### config.mk
export PLATFORM = sky130hd
export DESIGN_NAME = sfl_cfg_top
export DESIGN_NICKNAME = d
export VERILOG_FILES = /design/src/sfl_pkg.sv /design/src/sfl_frame_trunc.sv /design/src/sfl_cfg_top.sv
export SDC_FILE = /design/constraint.sdc
export NUM_CORES = 1
export LEC_CHECK = 0
export ABC_CLOCK_PERIOD_IN_PS = 5000
export BUFFER_PORTS_ARGS = -buffer_cell sky130_fd_sc_hd__buf_4
export CAP_MARGIN = 20
export CORE_MARGIN = 2
export CORE_UTILIZATION = 57
export DETAILED_ROUTE_END_ITERATION = 10
export GPL_TIMING_DRIVEN = 0
export PLACE_DENSITY = 0.94
export SLEW_MARGIN = 20
export SYNTH_ARGS = -nofsm -noshare
export SYNTH_HDL_FRONTEND = slang
export SYNTH_SLANG_ARGS = --single-unit
### constraint.sdc
create_clock -name clk -period 5 [get_ports clk]
set_clock_uncertainty 0.1 [all_clocks]
set_input_delay 0 -clock clk [delete_from_list [all_inputs] [get_ports clk]]
set_output_delay 0 -clock clk [all_outputs]
set_load 0.01 [all_outputs]
### src/sfl_pkg.sv
/*
 * Constants, types and carriers for the switch frame and lookup
 * configuration block.
 * Assumes a byte-wide management port on the switch core clock.
 */
package sfl_pkg;

  // ********************************************
  // sizes
  // ********************************************
  localparam int LEN_W     = 14;
  localparam int TAG_W     = 16;
  localparam int IDX_W     = 10;
  localparam int MAC_W     = 48;
  localparam int AGE_W     = 3;
  localparam int HDR_BYTES = 14;

  // ********************************************
  // register byte addresses
  // ********************************************
  localparam logic [15:0] ADDR_SW_OP     = 16'h0300;
  localparam logic [15:0] ADDR_MAXLEN_HI = 16'h0308;
  localparam logic [15:0] ADDR_MAXLEN_LO = 16'h0309;
  localparam logic [15:0] ADDR_TAG_HI    = 16'h030A;
  localparam logic [15:0] ADDR_TAG_LO    = 16'h030B;
  localparam logic [15:0] ADDR_LK0       = 16'h0310;

  // ********************************************
  // field positions and reset values
  // ********************************************
  localparam int SWOP_DTAG_BIT  = 7;
  localparam int LK0_VLAN_BIT   = 7;
  localparam int LK0_DROP_BIT   = 6;
  localparam int LK0_AGE_LSB    = 3;
  localparam int LK0_RSVD_MC_BIT = 2;
  localparam int LK0_IDX_LSB    = 0;

  localparam logic [LEN_W-1:0] MAXLEN_RST   = 14'h07D0;
  localparam logic [LEN_W-1:0] MAXLEN_JUMBO = 14'h2328;
  localparam logic [1:0]       SPARE_HI_RST = 2'h0;
  localparam logic [TAG_W-1:0] TAG_RST      = 16'h9100;
  localparam logic             DTAG_RST     = 1'h0;
  localparam logic             VLAN_RST     = 1'h0;
  localparam logic             DROP_RST     = 1'h1;
  localparam logic [AGE_W-1:0] AGE_RST      = 3'h4;
  localparam logic             RSVD_MC_RST  = 1'h0;
  localparam logic [IDX_W-1:0] CRC_POLY     = 10'h233;

  // ********************************************
  // enumerations
  // ********************************************
  typedef enum logic [1:0] {
    IDX_DIRECT     = 2'h0,
    IDX_CRC        = 2'h1,
    IDX_XOR        = 2'h2,
    IDX_DIRECT_ALT = 2'h3
  } sfl_idx_type;

  typedef enum logic [1:0] {
    ACT_FWD     = 2'h0,
    ACT_DROP    = 2'h1,
    ACT_HOST    = 2'h2,
    ACT_UNK_VID = 2'h3
  } sfl_act_type;

  typedef enum logic [2:0] {
    TR_IDLE = 3'h1,
    TR_PASS = 3'h2,
    TR_CUT  = 3'h4
  } sfl_trunc_state_type;

  // ********************************************
  // carriers
  // ********************************************
  typedef struct packed {
    logic        wr;
    logic        rd;
    logic [15:0] addr;
    logic [7:0]  wdata;
  } sfl_mgmt_req_type;

  typedef struct packed {
    logic       valid;
    logic       sop;
    logic       eop;
    logic [7:0] data;
  } sfl_beat_type;

  typedef struct packed {
    logic valid;
    logic untagged;
    logic vid_invalid;
    logic unk_fwd_en;
  } sfl_cls_req_type;

  typedef struct packed {
    logic             valid;
    sfl_act_type      action;
    logic [TAG_W-1:0] inner_tpid;
    logic             push_outer;
    logic [TAG_W-1:0] outer_tpid;
  } sfl_cls_res_type;

  typedef struct packed {
    logic             valid;
    logic [MAC_W-1:0] mac;
  } sfl_lkp_req_type;

  typedef struct packed {
    logic             valid;
    logic [IDX_W-1:0] index;
  } sfl_lkp_res_type;

endpackage

### src/sfl_frame_trunc.sv
/*
 * Byte stream truncator: cuts frames whose payload passes the limit.
 * Assumes one byte per valid beat, sop and eop framing, no stall.
 */
`timescale 1ns/1ps
module sfl_frame_trunc #(
  parameter int LEN_W     = sfl_pkg::LEN_W,
  parameter int HDR_BYTES = sfl_pkg::HDR_BYTES
) (
  input  wire logic                 clk,
  input  wire logic                 nrst,
  input  wire logic [LEN_W-1:0]     max_len,
  input  wire sfl_pkg::sfl_beat_type in_beat,
  output sfl_pkg::sfl_beat_type     out_beat,
  output logic                      trunc_pulse
);

  localparam int CNT_W = LEN_W + 2;

  sfl_pkg::sfl_trunc_state_type state_reg;
  sfl_pkg::sfl_trunc_state_type state_next;
  logic [CNT_W-1:0]             cnt_reg;
  logic [CNT_W-1:0]             cnt_next;
  logic [CNT_W-1:0]             pos;
  logic [CNT_W-1:0]             limit;
  sfl_pkg::sfl_beat_type        out_reg;
  sfl_pkg::sfl_beat_type        out_next;
  logic                         trunc_reg;
  logic                         trunc_next;

  // ********************************************
  // byte counting and cut
  // ********************************************
  always_comb
  begin
    limit      = CNT_W'(HDR_BYTES) + CNT_W'(max_len);
    pos        = in_beat.sop ? CNT_W'(1) : cnt_reg + CNT_W'(1);
    state_next = state_reg;
    cnt_next   = cnt_reg;
    out_next   = '0;
    trunc_next = 1'h0;
    if (in_beat.valid)
    begin
      if (in_beat.sop || state_reg == sfl_pkg::TR_PASS)
      begin
        out_next = in_beat;
        cnt_next = pos;
        if (in_beat.eop)
          state_next = sfl_pkg::TR_IDLE;
        else if (pos >= limit)
        begin
          // last kept byte closes the frame, rest discarded
          out_next.eop = 1'h1;                           // RULE_02
          trunc_next   = 1'h1;                           // RULE_02
          state_next   = sfl_pkg::TR_CUT;                // RULE_02
        end
        else
          state_next = sfl_pkg::TR_PASS;
      end
      else if (state_reg == sfl_pkg::TR_CUT && in_beat.eop)
        state_next = sfl_pkg::TR_IDLE;
    end
  end

  always_ff @(posedge clk)
  begin
    if (!nrst)
    begin
      state_reg <= sfl_pkg::TR_IDLE;
      cnt_reg   <= '0;
      out_reg   <= '0;
      trunc_reg <= 1'h0;
    end
    else
    begin
      state_reg <= state_next;
      cnt_reg   <= cnt_next;
      out_reg   <= out_next;
      trunc_reg <= trunc_next;
    end
  end

  assign out_beat    = out_reg;
  assign trunc_pulse = trunc_reg;
endmodule // sfl_frame_trunc

### src/sfl_cfg_top.sv
/*
 * Frame length, default tag type and lookup engine configuration,
 * with the per-frame decisions that these settings steer.
 * Assumes the management port and frame stream on the core clock.
 */
`timescale 1ns/1ps
// Operation
// RULE_01 - 14-bit payload limit, bits 13:0 of 16-bit register, reset 0x07D0.
// RULE_02 - frames with payload beyond the limit are cut, excess discarded.
// RULE_03 - limit takes values up to 9000; software sets it for jumbo.
// RULE_04 - 16-bit tag type, reset 0x9100, given to untagged frames.
// RULE_05 - with double tagging on, tag type is the outer tag type.
// RULE_06 - bit 7 of lookup control zero enables VLAN mode, reset 0; the code enables it with bit 7 set.
// RULE_07 - software fills the VLAN table before enabling VLAN mode.
// RULE_08 - bit 6 set, reset 1: frames with invalid VLAN ID dropped.
// RULE_09 - bit 6 clear: invalid VLAN ID frames go to host port only.
// RULE_10 - unknown VLAN forwarding, when enabled, overrides bit 6.
// RULE_11 - bits 5:3 are age count, read/write, reset binary 100.
// RULE_12 - each dynamic entry update loads current age count.
// RULE_13 - bit 2 enables reserved multicast table lookup, reset 0.
// RULE_14 - index method 00 or 11: ten low destination address bits.
// RULE_15 - index method 01 (reset) CRC hash, 10 XOR hash.
// RULE_16 - double tagging only while switch operation bit 7 is set.
// RULE_17 - age count writes leave already stored entry ages unchanged.
module sfl_cfg_top (
  input  wire logic                    clk,
  input  wire logic                    nrst,
  input  wire sfl_pkg::sfl_mgmt_req_type mgmt_req,
  output logic [7:0]                   mgmt_rdata,
  output logic                         mgmt_rvalid,
  input  wire sfl_pkg::sfl_beat_type   frame_in,
  output sfl_pkg::sfl_beat_type        frame_out,
  output logic                         frame_trunc,
  input  wire sfl_pkg::sfl_cls_req_type cls_req,
  output sfl_pkg::sfl_cls_res_type     cls_res,
  input  wire logic                    age_update,
  output logic                         age_load_valid,
  output logic [sfl_pkg::AGE_W-1:0]    age_load_value,
  input  wire sfl_pkg::sfl_lkp_req_type lkp_req,
  output sfl_pkg::sfl_lkp_res_type     lkp_res,
  output logic                         vlan_mode_en,
  output logic                         rsvd_mc_en,
  output logic                         dbl_tag_en,
  output logic [sfl_pkg::TAG_W-1:0]    default_tag_type,
  output logic [sfl_pkg::LEN_W-1:0]    max_payload_length
);

  localparam int LEN_W = sfl_pkg::LEN_W;
  localparam int TAG_W = sfl_pkg::TAG_W;
  localparam int IDX_W = sfl_pkg::IDX_W;
  localparam int MAC_W = sfl_pkg::MAC_W;
  localparam int AGE_W = sfl_pkg::AGE_W;

  logic [LEN_W-1:0]     maxlen_reg;
  logic [LEN_W-1:0]     maxlen_next;
  logic [1:0]           spare_hi_reg;
  logic [1:0]           spare_hi_next;
  logic [TAG_W-1:0]     tag_reg;
  logic [TAG_W-1:0]     tag_next;
  logic                 dtag_reg;
  logic                 dtag_next;
  logic                 vlan_en_reg;
  logic                 vlan_en_next;
  logic                 drop_inv_reg;
  logic                 drop_inv_next;
  logic [AGE_W-1:0]     age_cnt_reg;
  logic [AGE_W-1:0]     age_cnt_next;
  logic                 rsvd_mc_reg;
  logic                 rsvd_mc_next;
  sfl_pkg::sfl_idx_type idx_reg;
  sfl_pkg::sfl_idx_type idx_next;
  logic [7:0]           rdata_reg;
  logic [7:0]           rdata_next;
  logic                 rvalid_reg;
  logic                 rvalid_next;

  // ********************************************
  // register writes and reads
  // ********************************************
  always_comb
  begin
    maxlen_next   = maxlen_reg;
    spare_hi_next = spare_hi_reg;
    tag_next      = tag_reg;
    dtag_next     = dtag_reg;
    vlan_en_next  = vlan_en_reg;
    drop_inv_next = drop_inv_reg;
    age_cnt_next  = age_cnt_reg;
    rsvd_mc_next  = rsvd_mc_reg;
    idx_next      = idx_reg;
    if (mgmt_req.wr)
    begin
      case (mgmt_req.addr)
        sfl_pkg::ADDR_SW_OP:
          dtag_next = mgmt_req.wdata[sfl_pkg::SWOP_DTAG_BIT];   // RULE_16
        sfl_pkg::ADDR_MAXLEN_HI:
          {spare_hi_next, maxlen_next[LEN_W-1:8]} = mgmt_req.wdata; // RULE_03
        sfl_pkg::ADDR_MAXLEN_LO:
          maxlen_next[7:0] = mgmt_req.wdata;                   // RULE_01
        sfl_pkg::ADDR_TAG_HI:
          tag_next[TAG_W-1:8] = mgmt_req.wdata;                // RULE_04
        sfl_pkg::ADDR_TAG_LO:
          tag_next[7:0] = mgmt_req.wdata;                      // RULE_04
        sfl_pkg::ADDR_LK0:
        begin
          vlan_en_next  = mgmt_req.wdata[sfl_pkg::LK0_VLAN_BIT];   // RULE_06
          drop_inv_next = mgmt_req.wdata[sfl_pkg::LK0_DROP_BIT];   // RULE_08
          age_cnt_next  = mgmt_req.wdata[sfl_pkg::LK0_AGE_LSB +: AGE_W]; // RULE_11
          rsvd_mc_next  = mgmt_req.wdata[sfl_pkg::LK0_RSVD_MC_BIT]; // RULE_13
          idx_next      = sfl_pkg::sfl_idx_type'(
                            mgmt_req.wdata[sfl_pkg::LK0_IDX_LSB +: 2]); // RULE_15
        end
        default:
          maxlen_next = maxlen_reg;
      endcase
    end
    rvalid_next = mgmt_req.rd;
    case (mgmt_req.addr)
      sfl_pkg::ADDR_SW_OP:
        rdata_next = {dtag_reg, 7'h00};
      sfl_pkg::ADDR_MAXLEN_HI:
        rdata_next = {spare_hi_reg, maxlen_reg[LEN_W-1:8]};
      sfl_pkg::ADDR_MAXLEN_LO:
        rdata_next = maxlen_reg[7:0];
      sfl_pkg::ADDR_TAG_HI:
        rdata_next = tag_reg[TAG_W-1:8];
      sfl_pkg::ADDR_TAG_LO:
        rdata_next = tag_reg[7:0];
      sfl_pkg::ADDR_LK0:
        rdata_next = {vlan_en_reg, drop_inv_reg, age_cnt_reg,
                      rsvd_mc_reg, idx_reg};
      default:
        rdata_next = 8'h00;
    endcase
    if (!mgmt_req.rd)
      rdata_next = rdata_reg;
  end

  always_ff @(posedge clk)
  begin
    if (!nrst)
    begin
      maxlen_reg   <= sfl_pkg::MAXLEN_RST;                     // RULE_01
      spare_hi_reg <= sfl_pkg::SPARE_HI_RST;
      tag_reg      <= sfl_pkg::TAG_RST;                        // RULE_04
      dtag_reg     <= sfl_pkg::DTAG_RST;
      vlan_en_reg  <= sfl_pkg::VLAN_RST;                       // RULE_06
      drop_inv_reg <= sfl_pkg::DROP_RST;                       // RULE_08
      age_cnt_reg  <= sfl_pkg::AGE_RST;                        // RULE_11
      rsvd_mc_reg  <= sfl_pkg::RSVD_MC_RST;                    // RULE_13
      idx_reg      <= sfl_pkg::IDX_CRC;                        // RULE_15
      rdata_reg    <= 8'h00;
      rvalid_reg   <= 1'h0;
    end
    else
    begin
      maxlen_reg   <= maxlen_next;
      spare_hi_reg <= spare_hi_next;
      tag_reg      <= tag_next;
      dtag_reg     <= dtag_next;
      vlan_en_reg  <= vlan_en_next;
      drop_inv_reg <= drop_inv_next;
      age_cnt_reg  <= age_cnt_next;
      rsvd_mc_reg  <= rsvd_mc_next;
      idx_reg      <= idx_next;
      rdata_reg    <= rdata_next;
      rvalid_reg   <= rvalid_next;
    end
  end

  // ********************************************
  // hash functions for table index
  // ********************************************
  function automatic logic [IDX_W-1:0] crc_index(
    input logic [MAC_W-1:0] mac
  );
    logic [IDX_W-1:0] c;
    logic             fb;
    c = '0;
    for (int i = MAC_W - 1; i >= 0; i--)
    begin
      fb = c[IDX_W-1] ^ mac[i];
      c  = {c[IDX_W-2:0], 1'h0};
      if (fb)
        c = c ^ sfl_pkg::CRC_POLY;
    end
    return c;
  endfunction

  function automatic logic [IDX_W-1:0] xor_index(
    input logic [MAC_W-1:0] mac
  );
    logic [IDX_W-1:0] c;
    c = '0;
    for (int i = 0; i < MAC_W; i++)
      c[i % IDX_W] = c[i % IDX_W] ^ mac[i];
    return c;
  endfunction

  // ********************************************
  // frame decisions, age load, table index
  // ********************************************
  sfl_pkg::sfl_cls_res_type cls_reg;
  sfl_pkg::sfl_cls_res_type cls_next;
  logic                     age_v_reg;
  logic                     age_v_next;
  logic [AGE_W-1:0]         age_val_reg;
  logic [AGE_W-1:0]         age_val_next;
  sfl_pkg::sfl_lkp_res_type lkp_reg;
  sfl_pkg::sfl_lkp_res_type lkp_next;

  always_comb
  begin
    cls_next            = '0;
    cls_next.valid      = cls_req.valid;
    cls_next.action     = sfl_pkg::ACT_FWD;                     // RULE_06
    if (vlan_en_reg && cls_req.vid_invalid)
    begin
      if (cls_req.unk_fwd_en)
        cls_next.action = sfl_pkg::ACT_UNK_VID;                // RULE_10
      else if (drop_inv_reg)
        cls_next.action = sfl_pkg::ACT_DROP;                   // RULE_08
      else
        cls_next.action = sfl_pkg::ACT_HOST;                   // RULE_09
    end
    if (cls_req.untagged)
      cls_next.inner_tpid = tag_reg;                           // RULE_04
    cls_next.push_outer = dtag_reg;                            // RULE_16
    if (dtag_reg)
      cls_next.outer_tpid = tag_reg;                           // RULE_05
    // only an update loads an age; stored ages are never rewritten
    age_v_next   = age_update;                                 // RULE_17
    age_val_next = age_update ? age_cnt_reg : age_val_reg;     // RULE_12
    lkp_next.valid = lkp_req.valid;
    case (idx_reg)
      sfl_pkg::IDX_CRC:
        lkp_next.index = crc_index(lkp_req.mac);               // RULE_15
      sfl_pkg::IDX_XOR:
        lkp_next.index = xor_index(lkp_req.mac);               // RULE_15
      default:
        lkp_next.index = lkp_req.mac[IDX_W-1:0];               // RULE_14
    endcase
  end

  always_ff @(posedge clk)
  begin
    if (!nrst)
    begin
      cls_reg     <= '0;
      age_v_reg   <= 1'h0;
      age_val_reg <= '0;
      lkp_reg     <= '0;
    end
    else
    begin
      cls_reg     <= cls_next;
      age_v_reg   <= age_v_next;
      age_val_reg <= age_val_next;
      lkp_reg     <= lkp_next;
    end
  end

  sfl_frame_trunc #(
    .LEN_W     (LEN_W),
    .HDR_BYTES (sfl_pkg::HDR_BYTES)
  ) u_trunc (
    .clk         (clk),
    .nrst        (nrst),
    .max_len     (maxlen_reg),
    .in_beat     (frame_in),
    .out_beat    (frame_out),
    .trunc_pulse (frame_trunc)
  );

  assign mgmt_rdata         = rdata_reg;
  assign mgmt_rvalid        = rvalid_reg;
  assign cls_res            = cls_reg;
  assign age_load_valid     = age_v_reg;
  assign age_load_value     = age_val_reg;
  assign lkp_res            = lkp_reg;
  assign vlan_mode_en       = vlan_en_reg;
  assign rsvd_mc_en         = rsvd_mc_reg;
  assign dbl_tag_en         = dtag_reg;
  assign default_tag_type   = tag_reg;
  assign max_payload_length = maxlen_reg;
endmodule // sfl_cfg_top

**Word-level counts from Yosys, hierarchy flattened**

Index checks and enable logic that the tools add are counted.
Widths: inputs -> output; s select.

- Output and inout port bits: 105
- Logic and storage cells: 302
- Bits in registers: 132

- Bitwise gates (word level): 135
- Add/sub/neg operators: 2
- Eq/ne operators: 10
- Multiplexer cells: 107
- Reduce and logical (&&, ||, !) cells: 18
- $lt $le $gt $ge: 1

Operators by type and width:

| operator | number |
|---|---|
| $mux 10 | 95 |
| $not 5->5 | 47 |
| $eq 16x10->1 const B | 6 |
| $xor 1x1->1 | 85 |
| $pmux 8 s6 | 1 |
| $reduce_and 2->1 | 12 |
| $pmux 10 s2 | 1 |
| $add 16x1->16 const B | 1 |
| $ge 16x16->1 | 1 |
| $mux 16 | 1 |
| $add 4x14->15 const A | 1 |
| $mux 3 | 4 |
| $mux 11 | 1 |
| $mux 2 | 2 |
| $reduce_or 4->1 | 1 |
| $eq 3x2->1 const B | 1 |
| $eq 3x3->1 const B | 1 |
| $not 1->1 | 3 |
| $reduce_and 3->1 | 1 |
| $eq 2x1->1 const B | 1 |
| $eq 2x2->1 const B | 1 |
| $logic_and 1x1->1 | 2 |
| $mux 1 | 2 |
| $reduce_bool 2->1 | 1 |
| $logic_or 1x1->1 | 1 |

**Depth between registers and ports, before layout**

Gate-level depths: netlist of the first run.

- Word-level depth: 143
- Mapped depth: 16
- Mapped depth without buffers: 15

**Modules after synthesis**

From an unflattened synthesis of the first run, not the netlist that was laid out.

- Cells, all modules: 766
- Area total of the unflattened synthesis: 7205.7 µm²

By module, submodules not included:

| module | times used | area an instance (µm²) | sequential area each (µm²) | cells an instance |
|---|---|---|---|---|
| sfl_cfg_top | 1 | 5161.2 | 2021.9 | 521 |
| sfl_frame_trunc | 1 | 2044.5 | 620.6 | 245 |

**Worst setup path before layout of the first run**

No wires, ideal clock.

- Path kind: flip-flop to flip-flop
- Start point: register u_trunc.cnt_reg[0]
- End point: register u_trunc.state_reg[2]
- Path buffers: 0
- Slack: 1.660 ns
- Arrival time: 3.124 ns
- Setup time: 0.116 ns
- Cell stages (with the launch flop): 16
- Period minus slack after synthesis: 3.340 ns
- Data required time: 4.784 ns
- Cells stage by stage: dfxtp_1 ha_1 nor2b_1 ha_1 a21o_1 a21o_1 a21o_1 a21o_1 a21o_1 a21o_1 a21o_1 a21oi_1 o21ai_0 a2111oi_0 nor4_1 a31o_2

- Longest elaborated chain between the ends: 6

RTL lines:

| what | RTL line | text |
|---|---|---|
| from (decl) | sfl_frame_trunc.sv:22 | `logic [CNT_W-1:0] cnt_reg;` |
| from (signal assigned) | sfl_frame_trunc.sv:77 | `cnt_reg <= cnt_next;` |
| $add 16x1->16 | sfl_frame_trunc.sv:37 | `pos = in_beat.sop ? CNT_W'(1) : cnt_reg + CNT_W'(1);` |
| $mux 16 | sfl_frame_trunc.sv:37 |  |
| named net u_trunc.pos[1] | sfl_frame_trunc.sv:24 | `logic [CNT_W-1:0] pos;` |
| $ge 16x16->1 | sfl_frame_trunc.sv:50 | `else if (pos >= limit)` |
| $mux 3 | sfl_frame_trunc.sv:50 |  |
| $mux 3 | sfl_frame_trunc.sv:48 | `if (in_beat.eop)` |
| $mux 3 | sfl_frame_trunc.sv:44 | `if (in_beat.sop \|\| state_reg == sfl_pkg::TR_PASS)` |
| to (signal assigned) | sfl_frame_trunc.sv:69 | `state_reg <= sfl_pkg::TR_IDLE;` |
| to (signal assigned) | sfl_frame_trunc.sv:76 | `state_reg <= state_next;` |
| to (decl) | sfl_frame_trunc.sv:20 | `sfl_pkg::sfl_trunc_state_type state_reg;` |

The timed path passes the listed nets, and every way through them passes these cells.
A chain may end at the register's enable or synchronous reset.

**Final worst setup path of the first run**

- Start point: register u_trunc.cnt_reg[0]
- End point: register u_trunc.trunc_reg, in the netlist u_trunc.trunc_pulse

- Longest elaborated chain between the ends: 4

RTL lines:

| what | RTL line | text |
|---|---|---|
| $add 16x1->16 | sfl_frame_trunc.sv:37 |  |
| $mux 16 | sfl_frame_trunc.sv:37 |  |
| named net u_trunc.pos[1] | sfl_frame_trunc.sv:24 |  |
| $ge 16x16->1 | sfl_frame_trunc.sv:50 |  |
| $mux 1 | sfl_frame_trunc.sv:50 |  |
| to (signal assigned) | sfl_frame_trunc.sv:79 | `trunc_reg <= trunc_next;` |
| to (decl) | sfl_frame_trunc.sv:28 | `logic trunc_reg;` |

The timed path passes the listed nets, and every way through them passes these cells.

==> key figures, run 1 <==
STA
  • Final worst-path cycle share: between 80% and 90%
  • Hold Vio Cnt, Final: 0
  • Fin crit period: ~4.2 ns
  • FMAX: approximately 0.24 GHz
  • Setup TNS Final: 0 ns
  • Fin. max-slew vios: 0
  • RSZ-0062 raised after global routing: false
  • Tightest Pin Transition: roughly 1.1 ns
  • Slew headroom: slightly below 30%
  • Final-report setup violation count: 0
  • Setup WS post-layout: 0.813 ns

Clock network
  • Root buffer cell: clkbuf_16
  • Gates resized, CTS repair: 0
  • Clock Pin Slew Worst Setup and Hold Paths: about 0.060 ns
  • CTS tree: done
  • Clk Latency, worst-skew pair: ~0.42 ns
  • Max Buffers Root-to-Sink: 2
  • H-tree levels: 4
  • CTS sink cnt: approximately 130
  • CTS Buf Count: 17

Setup path
  • Arrival @ worst endpoint: approximately 4.4 ns
  • Worst-path fanout max: 5
  • Worst path required time: roughly 5.2 ns
  • Crit end category: flip-flop
  • CP Launch Type: flip-flop
  • Setup CP Type: reg2reg

Synth
  • Synth area leaders: dfxtp_1, xnor2_1, xor2_1, nand2_1, and3_1
  • Net Count, Synth: just under 900
  • Share of Yosys cell area claimed by the top area cell type: a little under two fifths
  • Mapped Cells: roughly 770
  • Synth area leader: dfxtp_1
  • Synth warn: 0
  • Sequential element share of the synthesized area: a little under two fifths
  • Mapped Area: 0.00691 sq mm
  • Seq cells post-synth: around 130
  • Syn Area/Cell: just under 9 sq um
  • Distinct cells, synth: 46

Place
  • # port buffers: roughly 200
  • Post-Place Setup Slack: 1.36 ns
  • GPL Wtd Cong: ~1.0
  • Hpwl dp: 15800 um

Die
  • # IOs: approximately 200
  • FP Rows: 40
  • Die Area: around 0.013 sq mm
  • Starting Density: about three fifths
  • Core ar.: 0.0119 sq mm
  • Die W: 114 um
  • Die Y: about 110 um

Route
  • DRT Pass-1 Iters: 7
  • ANT nets after route: 0
  • WL per Instance: between 20 and 25 um
  • Vias: roughly 7000
  • Vias per std cell: between 5 and 6
  • Post-route DRC: 0
  • WL final: 23800 um
  • DR iter-0 viols: between 900 and 1000

Status
  • Status: finished, final reports clean

Final layout
  • Max FFs per register: 36
  • Share of layout cells above drive strength 1: about a quarter
  • Nets: approximately 1100
  • N_diodes: 0
  • Filler instances: just under 700
  • Most frequent cells in the layout: buf_4, dfxtp_1, nand2_1
  • Area delta synth->final: 38.0%
  • Commonest non-fill, non-tap cell in the layout: buf_4

Global routing
  • Gr ovfl total: 0
  • GRT Overall Usage: a little over a third
  • First-pass GRT wire length: 36300 um
  • Largest net degree at the start of global routing: 17
  • Initial antenna violation count: 0
  • Vias in the first global route: between 6000 and 7000

Power and ir drop
  • LEAKAGE: ~4.2 nW
  • Maximum VDD drop: ~0.00047 V
  • P per Cell Area: ~480 mW/mm^2

Run
  • Max-cap check violation count: 0

Min path
  • Hold WC Path Type: in2reg
## layer usage
| metal | vias up | GRT usage, % | wire [um] |
|---|---|---|---|
| met2 | 524 | 64.6 | 11600 |
| met4 | 0 | 17.6 | 1400 |
| met1 | 3202 | 40.0 | 8340 |
| met5 | - | 0 | 0 |
| met3 | 136 | 9.53 | 2510 |
| li1 | 3146 | - | - |
## worst max-delay path, stage by stage (launching register included)
cell and delay, ns:
dfxtp_1 0.34, ha_1 0.30, nor2b_1 0.14, ha_1 0.29, a21o_1 0.15, a21o_1 0.18
a21o_1 0.20, a21o_1 0.18, a21o_1 0.19, a21o_1 0.17, a21o_1 0.18, a21oi_1 0.13
o21ai_0 0.12, a2111oi_0 0.63, nor4_1 0.17, dlygate4sd3_1 0.61
## power by group
part	internal (mW)	total [mW]	switching, mW	leakage [nW]
clock	0.695	1.21	0.516	0.267
sequential	1.11	1.13	0.0140	1.07
combinational	1.21	2.28	1.08	2.88
## synth_stat cells (all sizes together)
library cell / instances
dfxtp: 132
xnor2: 113
nand2: 111
nand3: 53
and3: 52
xor2: 50
a21boi: 44
clkbuf: 35
nor2: 26
nor2b: 26
ha: 19
a21oi: 13
a222oi: 11
o21ai: 11
inv: 10
a21o: 9
a22oi: 8
and2: 8
a221oi: 5
mux2i: 4
nor3: 4
nand2b: 3
a221o: 2
nand4: 2
nor3b: 2
nor4: 2
nor4b: 2
o211a: 2
o21a: 2
a2111oi: 1
a31o: 1
mux2: 1
nand3b: 1
o21bai: 1
o221a: 1
o22ai: 1
o31ai: 1
or2: 1
or3b: 1
or4: 1
xor3: 1
## layout make-up
type                    count  area, sq um  share of cell area, %
flip-flops and latches    132         2640                   27.7
multi-input cells         596         4090                   42.8
clock buffers              17          425                   4.46
clock inverters            14          140                   1.47
inverters                  10         37.5                  0.394
repair buffers            236         1870                   19.6
well taps                 147          184                   1.93
plain buffers              35          151                   1.59
## logic make-up (layout without fill, tap and decap cells)
group / after synthesis / after routing / share of synthesized area [%]
compound gates: 113 / 113 / 12.1
xor+xnor: 164 / 164 / 21.9
fa+ha+maj: 19 / 19 / 3.44
buf+inv: 45 / 312 / 2.73
flops: 132 / 132 / 38.2
mux: 5 / 5 / 0.742
simple gates: 295 / 295 / 20.9
## path summary, 6_finish.rpt
path,start,to,slack [ns],cells after the start
min,lkp_req[39],lkp_res[9]$_SDFF_PN0_,0.02,5
min reg2reg,spare_hi_reg[0]$_SDFFE_PN0P_,spare_hi_reg[0]$_SDFFE_PN0P_,0.39,2
max,u_trunc.cnt_reg[0]$_SDFFE_PN0P_,u_trunc.trunc_pulse$_SDFF_PP0_,0.81,15
max reg2reg,u_trunc.cnt_reg[0]$_SDFFE_PN0P_,u_trunc.trunc_pulse$_SDFF_PP0_,0.81,15
## stage by stage
step	instances	utilization (%)	power (mW)	instance area [sq um]	hold WS, ns
2_1_floorplan	773	-	2.83	6910	-0.00925
3_3_place_gp	1117	72.0	3.17	8580	0.109
3_5_place_dp	1117	72.0	3.26	8580	0.112
4_1_cts	1187	80.0	4.53	9530	0.00939
5_1_grt	1187	80.1	4.80	9540	0.0477
6_report	1187	80.1	4.62	9540	0.0198
## repair_timing
item	in CTS	in global routing
hold buffers	39	0
setup buffers	0	0
endpoints found under the hold margin	87	0
endpoints found under the setup margin	0	0
Power figures use the tool's default switching activity.
==> inputs of run 2 (changes only) <==
- ABC_CLOCK_PERIOD_IN_PS: 5000 -> 3550
- CORE_UTILIZATION: 57 -> 48
- PLACE_DENSITY: 0.94 -> 0.86
- clock period: 5 -> 3.55 ns (I/O delays scaled with it)
==> run 2 against run 1 <==
  * Die area is 18% higher
  * Clock power is 42% higher
  * Sequential share of layout area is 0.31 points lower
  * Final area is 1.3% higher
  * Routed wire length is 8.9% lower
  * Flip-flop and latch count stayed put
  * Clock-buffer cell count stayed put
  * Cell count is 3.1% higher
  * Register-to-register slack worse by 0.70 ns
  * Sequential power is 42% higher
  * Utilization is 11 points lower
  * Largest power group unchanged
==> key figures, run 2 (same netlist as run 1, synthesis figures left out) <==
Setup path
  • Worst path required time: 3.79 ns (was 5.20 ns)
  • Most used cell, CP: a21o_1 (unchanged)
  • CP Launch Type: flip-flop (unchanged)
  • Crit path cell chain: ha_1 -> nor2b_2 -> ha_1 -> a21o_1 -> a21o_1 -> a21o_1 -> a21o_1 -> a21o_1 -> a21o_1 -> a21o_1 -> a21oi_2 -> o21ai_2 -> a2111oi_4 -> nor2_1 -> o31ai_1 (was ha_1 -> nor2b_1 -> ha_1 -> a21o_1 -> a21o_1 -> a21o_1 -> a21o_1 -> a21o_1 -> a21o_1 -> a21o_1 -> a21oi_1 -> o21ai_0 -> a2111oi_0 -> nor4_1 -> dlygate4sd3_1)
  • Largest stage delay, worst path: 0.39 ns (was 0.63 ns)
  • R2R Setup Slk: 0.11 ns (was 0.81 ns)
  • Critical path's slowest cell: a2111oi_4 (was a2111oi_0)
  • RR Startpoint: u_trunc.cnt_reg[0]$_SDFFE_PN0P_ (unchanged)
  • WP buf/inv: 0 (was 1)
  • Arrival @ worst endpoint: 3.68 ns (was 4.39 ns)
  • Setup CP Type: reg2reg (unchanged)
  • Critical path startpoint: u_trunc.cnt_reg[0]$_SDFFE_PN0P_ (unchanged)
  • R2R Path End: u_trunc.state_reg[1]$_SDFFE_PN0P_ (was u_trunc.trunc_pulse$_SDFF_PP0_)
  • Crit end category: flip-flop (unchanged)
  • Path depth of the worst reg2reg path: 15 (unchanged)
  • CP top delay family: compound AO/OA/AOI/OAI gates (unchanged)
  • Worst-path fanout max: 5 (unchanged)

Clock network
  • Root buffer cell: clkbuf_16 (unchanged)
  • Clock Pin Slew Worst Setup and Hold Paths: 0.06 ns (about the same)
  • CTS sink cnt: 132 (unchanged)
  • Max Buffers Root-to-Sink: 2 (unchanged)
  • CTS tree: done (unchanged)
  • Clk Latency, worst-skew pair: 0.43 ns (was 0.42 ns)
  • H-tree levels: 4 (unchanged)
  • CTS Buf Count: 17 (unchanged)

Global routing
  • GRT Max-Usage Layer: met2 (unchanged)
  • GRT Overall Usage: 28.2% (was 36.3%)
  • Largest net degree at the start of global routing: 17 (unchanged)
  • Vias in the first global route: 6530 (was 6935)
  • First-pass GRT wire length: 33100 um (was 36300 um)
  • Initial antenna violation count: 0 (unchanged)
  • Met1 usage: 32.8% (was 40.0%)
  • Grt met2 use: 48.4% (was 64.6%)
  • Gr ovfl total: 0 (unchanged)
  • GRT met3 Usage: 7.10% (was 9.53%)

Route
  • Post-route DRC: 0 (unchanged)
  • Vias per std cell: 5.44 (was 5.90)
  • WL final: 21700 um (was 23800 um)
  • WL per Instance: 17.7 um (was 20.1 um)
  • Vias: 6659 (was 7008)
  • DR iter-0 viols: 603 (was 975)
  • DRT Pass-1 Iters: 8 (was 7)
  • ANT nets after route: 0 (unchanged)

STA
  • Hold Vio Cnt, Final: 0 (unchanged)
  • Setup TNS Final: 0 ns (unchanged)
  • Tightest Pin Transition: 1.13 ns (was 1.06 ns)
  • Final worst-path cycle share: 96.8% (was 83.7%)
  • Fin crit period: 3.44 ns (was 4.19 ns)
  • Slew headroom: 23.8% (was 29.1%)
  • Fin. max-slew vios: 0 (unchanged)
  • Final-report setup violation count: 0 (unchanged)
  • FMAX: 0.291 GHz (was 0.239 GHz)

Die
  • Die Y: 124 um (was 114 um)
  • Starting Density: 49.4% (was 58.0%)
  • # IOs: 198 (unchanged)
  • Core ar.: 0.0140 sq mm (was 0.0119 sq mm)
  • FP Rows: 43 (was 40)
  • Die Area: 0.0154 sq mm (was 0.0130 sq mm)
  • Die W: 124 um (was 114 um)

Place
  • # port buffers: 197 (unchanged)
  • Placed insts: 1150 (was 1117)
  • Dpl cell area: 0.00862 sq mm (was 0.00858 sq mm)
  • Hpwl dp: 15600 um (was 15800 um)
  • GPL Wtd Cong: 0.958 (was 1.04)

Final layout
  • Area delta synth->final: 39.7% (was 38.0%)
  • Filler instances: 1075 (was 696)
  • Commonest non-fill, non-tap cell in the layout: buf_4 (unchanged)
  • Cell area after layout: 0.00966 sq mm (was 0.00954 sq mm)
  • Nets: 1143 (was 1140)
  • N_diodes: 0 (unchanged)
  • Most frequent cells in the layout: buf_4, dfxtp_1, nand2_1 (unchanged)
  • Non-Filler Instances: 1224 (was 1187)
  • Max FFs per register: 36 (unchanged)
  • Share of layout cells above drive strength 1: 23.9% (was 23.4%)
  • Core Util, Final: 69.0% (was 80.1%)

Min path
  • WHS Path Cells: 5 (unchanged)
  • Hold WC Path Type: in2reg (unchanged)
  • Min-delay src: lkp_req[39] (unchanged)
  • Hold endpoint: lkp_res[9]$_SDFF_PN0_ (unchanged)

Run
  • Max-cap check violation count: 0 (unchanged)

Power and ir drop
  • P per Cell Area: 661 mW/mm^2 (was 485 mW/mm^2)
  • LEAKAGE: 4.25 nW (was 4.22 nW)
  • Power, Total: 6.39 mW (was 4.62 mW)
  • Maximum VDD drop: 0.000560 V (was 0.000471 V)

Status
  • Status: finished, final reports clean (unchanged)
-- run 2: how the worst max path moves through the flow --
stage / slack [ns] / end / cells after the start
2_1_floorplan: 0.21 / u_trunc.state_reg[2]$_SDFFE_PN0P_ / 15
3_3_place_gp: -0.13 / u_trunc.state_reg[2]$_SDFFE_PN0P_ / 15
3_5_place_dp: -0.12 / u_trunc.state_reg[2]$_SDFFE_PN0P_ / 15
4_1_cts: 0.01 / u_trunc.state_reg[2]$_SDFFE_PN0P_ / 15
5_1_grt: -0.05 / u_trunc.state_reg[2]$_SDFFE_PN0P_ / 15
6_report: 0.11 / u_trunc.state_reg[1]$_SDFFE_PN0P_ / 15
-- run 2: stage by stage --
step	hold slack [ns]	worst slack [ns]
after floorplan	-0.00925	0.210
after global placement	0.108	-0.133
after detailed placement	0.113	-0.123
after CTS	0.000317	0.0114
after global routing	0.0672	-0.0450
final	0.0183	0.112
-- run 2: power by group --
group / total [mW] / internal (mW) / switching, mW
Clock: 1.72 / 0.938 / 0.777
Sequential: 1.60 / 1.57 / 0.0257
Combinational: 3.07 / 1.73 / 1.35
Total: 6.39 / 4.23 / 2.15
-- run 2: metal layers --
layer	up-vias	wire, um
li1	3153	-
met1	3059	8080
met2	370	10500
met3	77	2270
met4	0	855
met5	-	0
-- run 2: area by class of cell --
cell class	count	area (sq um)	area share (%)
plain buffers	35	151	1.57
clock buffers	17	425	4.41
clock inverters	15	158	1.63
inverters	10	37.5	0.389
multi-input cells	596	4120	42.6
flip-flops and latches	132	2650	27.4
well taps	180	225	2.33
repair buffers	239	1900	19.6
-- run 2: worst min-delay path, stage by stage --
cell	delay, ns
buf_4	0.11
xnor2_1	0.09
xnor2_1	0.15
a221oi_1	0.07
nor2_1	0.10
-- run 2: what timing repair did --
item / CTS / global route
pin swaps: 1 / 11
gates resized for setup: 2 / 8
setup buffers: 0 / 1
endpoints found under the hold margin: 89 / 0
setup endpoints to repair: 4 / 4
hold buffers: 41 / 0
==> inputs of run 3 (changes only) <==
- CELL_PAD_IN_SITES_DETAIL_PLACEMENT: default -> 1
- CELL_PAD_IN_SITES_GLOBAL_PLACEMENT: default -> 2
- CORE_UTILIZATION: 48 -> 28
- PLACE_DENSITY: 0.86 -> 0.85
==> run 3 against run 2 <==
  * Power increased by 2.4%
  * Cell count increased by 12%
  * Sequential share of layout area decreased by 0.63 points
  * Critical path depth unchanged
  * Combinational power about the same
  * Non-clock buffer count unchanged
  * Hold slack improved by 0.0045 ns
  * Register-to-register slack improved by 0.05 ns
  * Utilization decreased by 28 points
  * Critical path type unchanged
==> key figures, run 3 (same netlist as run 1, synthesis figures left out) <==
Die
  • # IOs: 198 (unchanged)
  • Die W: 161 um (was 124 um)
  • Core ar.: 0.0242 sq mm (was 0.0140 sq mm)
  • Starting Density: 28.5% (was 49.4%)
  • Die Y: 161 um (was 124 um)
  • Die Area: 0.0260 sq mm (was 0.0154 sq mm)
  • FP Rows: 57 (was 43)

STA
  • Setup WS post-layout: 0.159 ns (was 0.112 ns)
  • Final-report setup violation count: 0 (unchanged)
  • Hold Vio Cnt, Final: 0 (unchanged)
  • Fin. max-slew vios: 0 (unchanged)
  • Final worst-path cycle share: 95.5% (was 96.8%)
  • FMAX: 0.295 GHz (was 0.291 GHz)
  • Tightest Pin Transition: 1.06 ns (was 1.13 ns)
  • Fin crit period: 3.39 ns (was 3.44 ns)
  • Worst-case hold slack: 0.0228 ns (was 0.0183 ns)
  • Slew headroom: 29.2% (was 23.8%)

Run
  • Max-cap check violation count: 0 (unchanged)

Clock network
  • CTS Buf Count: 17 (unchanged)
  • Clock Pin Slew Worst Setup and Hold Paths: 0.06 ns (about the same)
  • Max Buffers Root-to-Sink: 2 (unchanged)
  • Root buffer cell: clkbuf_16 (unchanged)
  • Clk Latency, worst-skew pair: 0.43 ns (about the same)
  • CTS tree: done (unchanged)
  • CTS sink cnt: 132 (unchanged)
  • H-tree levels: 4 (unchanged)

Final layout
  • N_diodes: 0 (unchanged)
  • Multi-input logic area: 0.00412 sq mm (about the same)
  • Cell area after layout: 0.00987 sq mm (was 0.00966 sq mm)
  • Most frequent cells in the layout: buf_4, dfxtp_1, nand2_1 (unchanged)
  • Max FFs per register: 36 (unchanged)
  • Share of layout cells above drive strength 1: 23.9% (unchanged)
  • Nets: 1143 (unchanged)
  • Filler instances: 2842 (was 1075)
  • Register area: 0.00264 sq mm (was 0.00265 sq mm)
  • Area delta synth->final: 42.8% (was 39.7%)
  • Commonest non-fill, non-tap cell in the layout: buf_4 (unchanged)

Setup path
  • Setup CP Type: reg2reg (unchanged)
  • Critical Path End: u_trunc.state_reg[2]$_SDFFE_PN0P_ (was u_trunc.state_reg[1]$_SDFFE_PN0P_)
  • Largest stage delay, worst path: 0.35 ns (was 0.39 ns)
  • Crit end category: flip-flop (unchanged)
  • Critical path startpoint: u_trunc.cnt_reg[0]$_SDFFE_PN0P_ (unchanged)
  • Worst path required time: 3.77 ns (was 3.79 ns)
  • Path depth of the worst reg2reg path: 15 (unchanged)
  • Most used cell, CP: a21o_1 (unchanged)
  • CP Launch Type: flip-flop (unchanged)
  • Crit path cell chain: ha_1 -> nor2b_1 -> ha_1 -> a21o_1 -> a21o_1 -> a21o_1 -> a21o_1 -> a21o_1 -> a21o_1 -> a21o_1 -> a21oi_2 -> o21ai_2 -> a2111oi_4 -> nor4_2 -> a31o_2 (was ha_1 -> nor2b_2 -> ha_1 -> a21o_1 -> a21o_1 -> a21o_1 -> a21o_1 -> a21o_1 -> a21o_1 -> a21o_1 -> a21oi_2 -> o21ai_2 -> a2111oi_4 -> nor2_1 -> o31ai_1)
  • R2R Path End: u_trunc.state_reg[2]$_SDFFE_PN0P_ (was u_trunc.state_reg[1]$_SDFFE_PN0P_)
  • RR Startpoint: u_trunc.cnt_reg[0]$_SDFFE_PN0P_ (unchanged)
  • R2R Setup Slk: 0.16 ns (was 0.11 ns)
  • Worst-path fanout max: 5 (unchanged)
  • Critical path's slowest cell: a2111oi_4 (unchanged)
  • Arrival @ worst endpoint: 3.61 ns (was 3.68 ns)

Power and ir drop
  • Power, Total: 6.54 mW (was 6.39 mW)
  • P per Cell Area: 662 mW/mm^2 (was 661 mW/mm^2)
  • Maximum VDD drop: 0.000587 V (was 0.000560 V)
  • LEAKAGE: 4.28 nW (was 4.25 nW)

Global routing
  • Largest net degree at the start of global routing: 17 (unchanged)
  • GRT Overall Usage: 19.1% (was 28.2%)
  • First-pass GRT wire length: 38300 um (was 33100 um)
  • Initial antenna violation count: 0 (unchanged)
  • Gr ovfl total: 0 (unchanged)
  • Vias in the first global route: 6764 (was 6530)

Place
  • Post-Place Setup Slack: -0.102 ns (was -0.123 ns)
  • Dpl cell area: 0.00880 sq mm (was 0.00862 sq mm)
  • # port buffers: 197 (unchanged)
  • Hpwl dp: 18900 um (was 15600 um)
  • GPL Wtd Cong: 0.811 (was 0.958)

Route
  • DR iter-0 viols: 335 (was 603)
  • DRT Pass-1 Iters: 5 (was 8)
  • ANT nets after route: 0 (unchanged)
  • WL per Instance: 18.1 um (was 17.7 um)
  • Post-route DRC: 0 (unchanged)
  • Vias: 6480 (was 6659)
  • Vias per std cell: 4.74 (was 5.44)
  • WL final: 24800 um (was 21700 um)

Min path
  • Hold WC Path Type: in2reg (unchanged)

Status
  • Status: finished, final reports clean (unchanged)
==> run 3: worst min path at each step <==
| stage | start | cells after the start | to |
|---|---|---|---|
| finish | lkp_req[22] | 5 | lkp_res[2]$_SDFF_PN0_ |
| global route | lkp_req[22] | 5 | lkp_res[2]$_SDFF_PN0_ |
| CTS | lkp_req[22] | 5 | lkp_res[2]$_SDFF_PN0_ |
| detailed placement | cls_req[3] | 2 | cls_res[35]$_SDFF_PN0_ |
| global placement | lkp_req[48] | 2 | lkp_res[10]$_SDFF_PN0_ |
| floorplan | frame_in[8] | 1 | u_trunc.trunc_pulse$_SDFF_PP0_ |
==> run 3: what timing repair did <==
item / in CTS / in global routing
endpoints found under the setup margin: 3 / 4
gates resized for setup: 2 / 6
pin swaps: 0 / 6
endpoints found under the hold margin: 89 / 0
cloned: 0 / 0
setup buffers: 0 / 1
hold buffers: 41 / 0
==> run 3: layer usage <==
metal / vias up / global-route usage, % / wire [um]
li1: 3163 / - / -
met1: 3071 / 22.8 / 10500
met2: 218 / 33.7 / 12200
met3: 28 / 5.83 / 1770
met4: 0 / 4.50 / 327
met5: - / 0 / 0
==> run 3: layout make-up <==
cell class / instances / area share (%)
repair buffers: 239 / 19.2
plain buffers: 35 / 1.53
inverters: 10 / 0.380
flip-flops and latches: 132 / 26.8
clock buffers: 18 / 4.45
multi-input cells: 596 / 41.7
well taps: 324 / 4.11
clock inverters: 14 / 1.82
==> run 3: stage by stage <==
| step | instances | util (%) | setup TNS (ns) |
|---|---|---|---|
| 5_1_grt | 1368 | 40.7 | -0.0414 |
| 6_report | 1368 | 40.7 | 0 |
| 2_1_floorplan | 773 | - | 0 |
| 4_1_cts | 1367 | 40.6 | 0 |
| 3_5_place_dp | 1294 | 36.3 | -0.213 |
| 3_3_place_gp | 1294 | 36.3 | -0.396 |
==> run 3: power by group <==
group	internal (mW)	switching (mW)	leakage, nW
Sequential	1.57	0.0214	1.07
Combinational	1.73	1.37	2.91
Clock	1.09	0.764	0.308
==> run 3: worst max-delay path: cells and delay by family (launching register included) <==
kind	cells	cell delay, ns
simple gates	2	0.26
fa+ha+maj	2	0.60
compound gates	11	2.00
flops	1	0.33
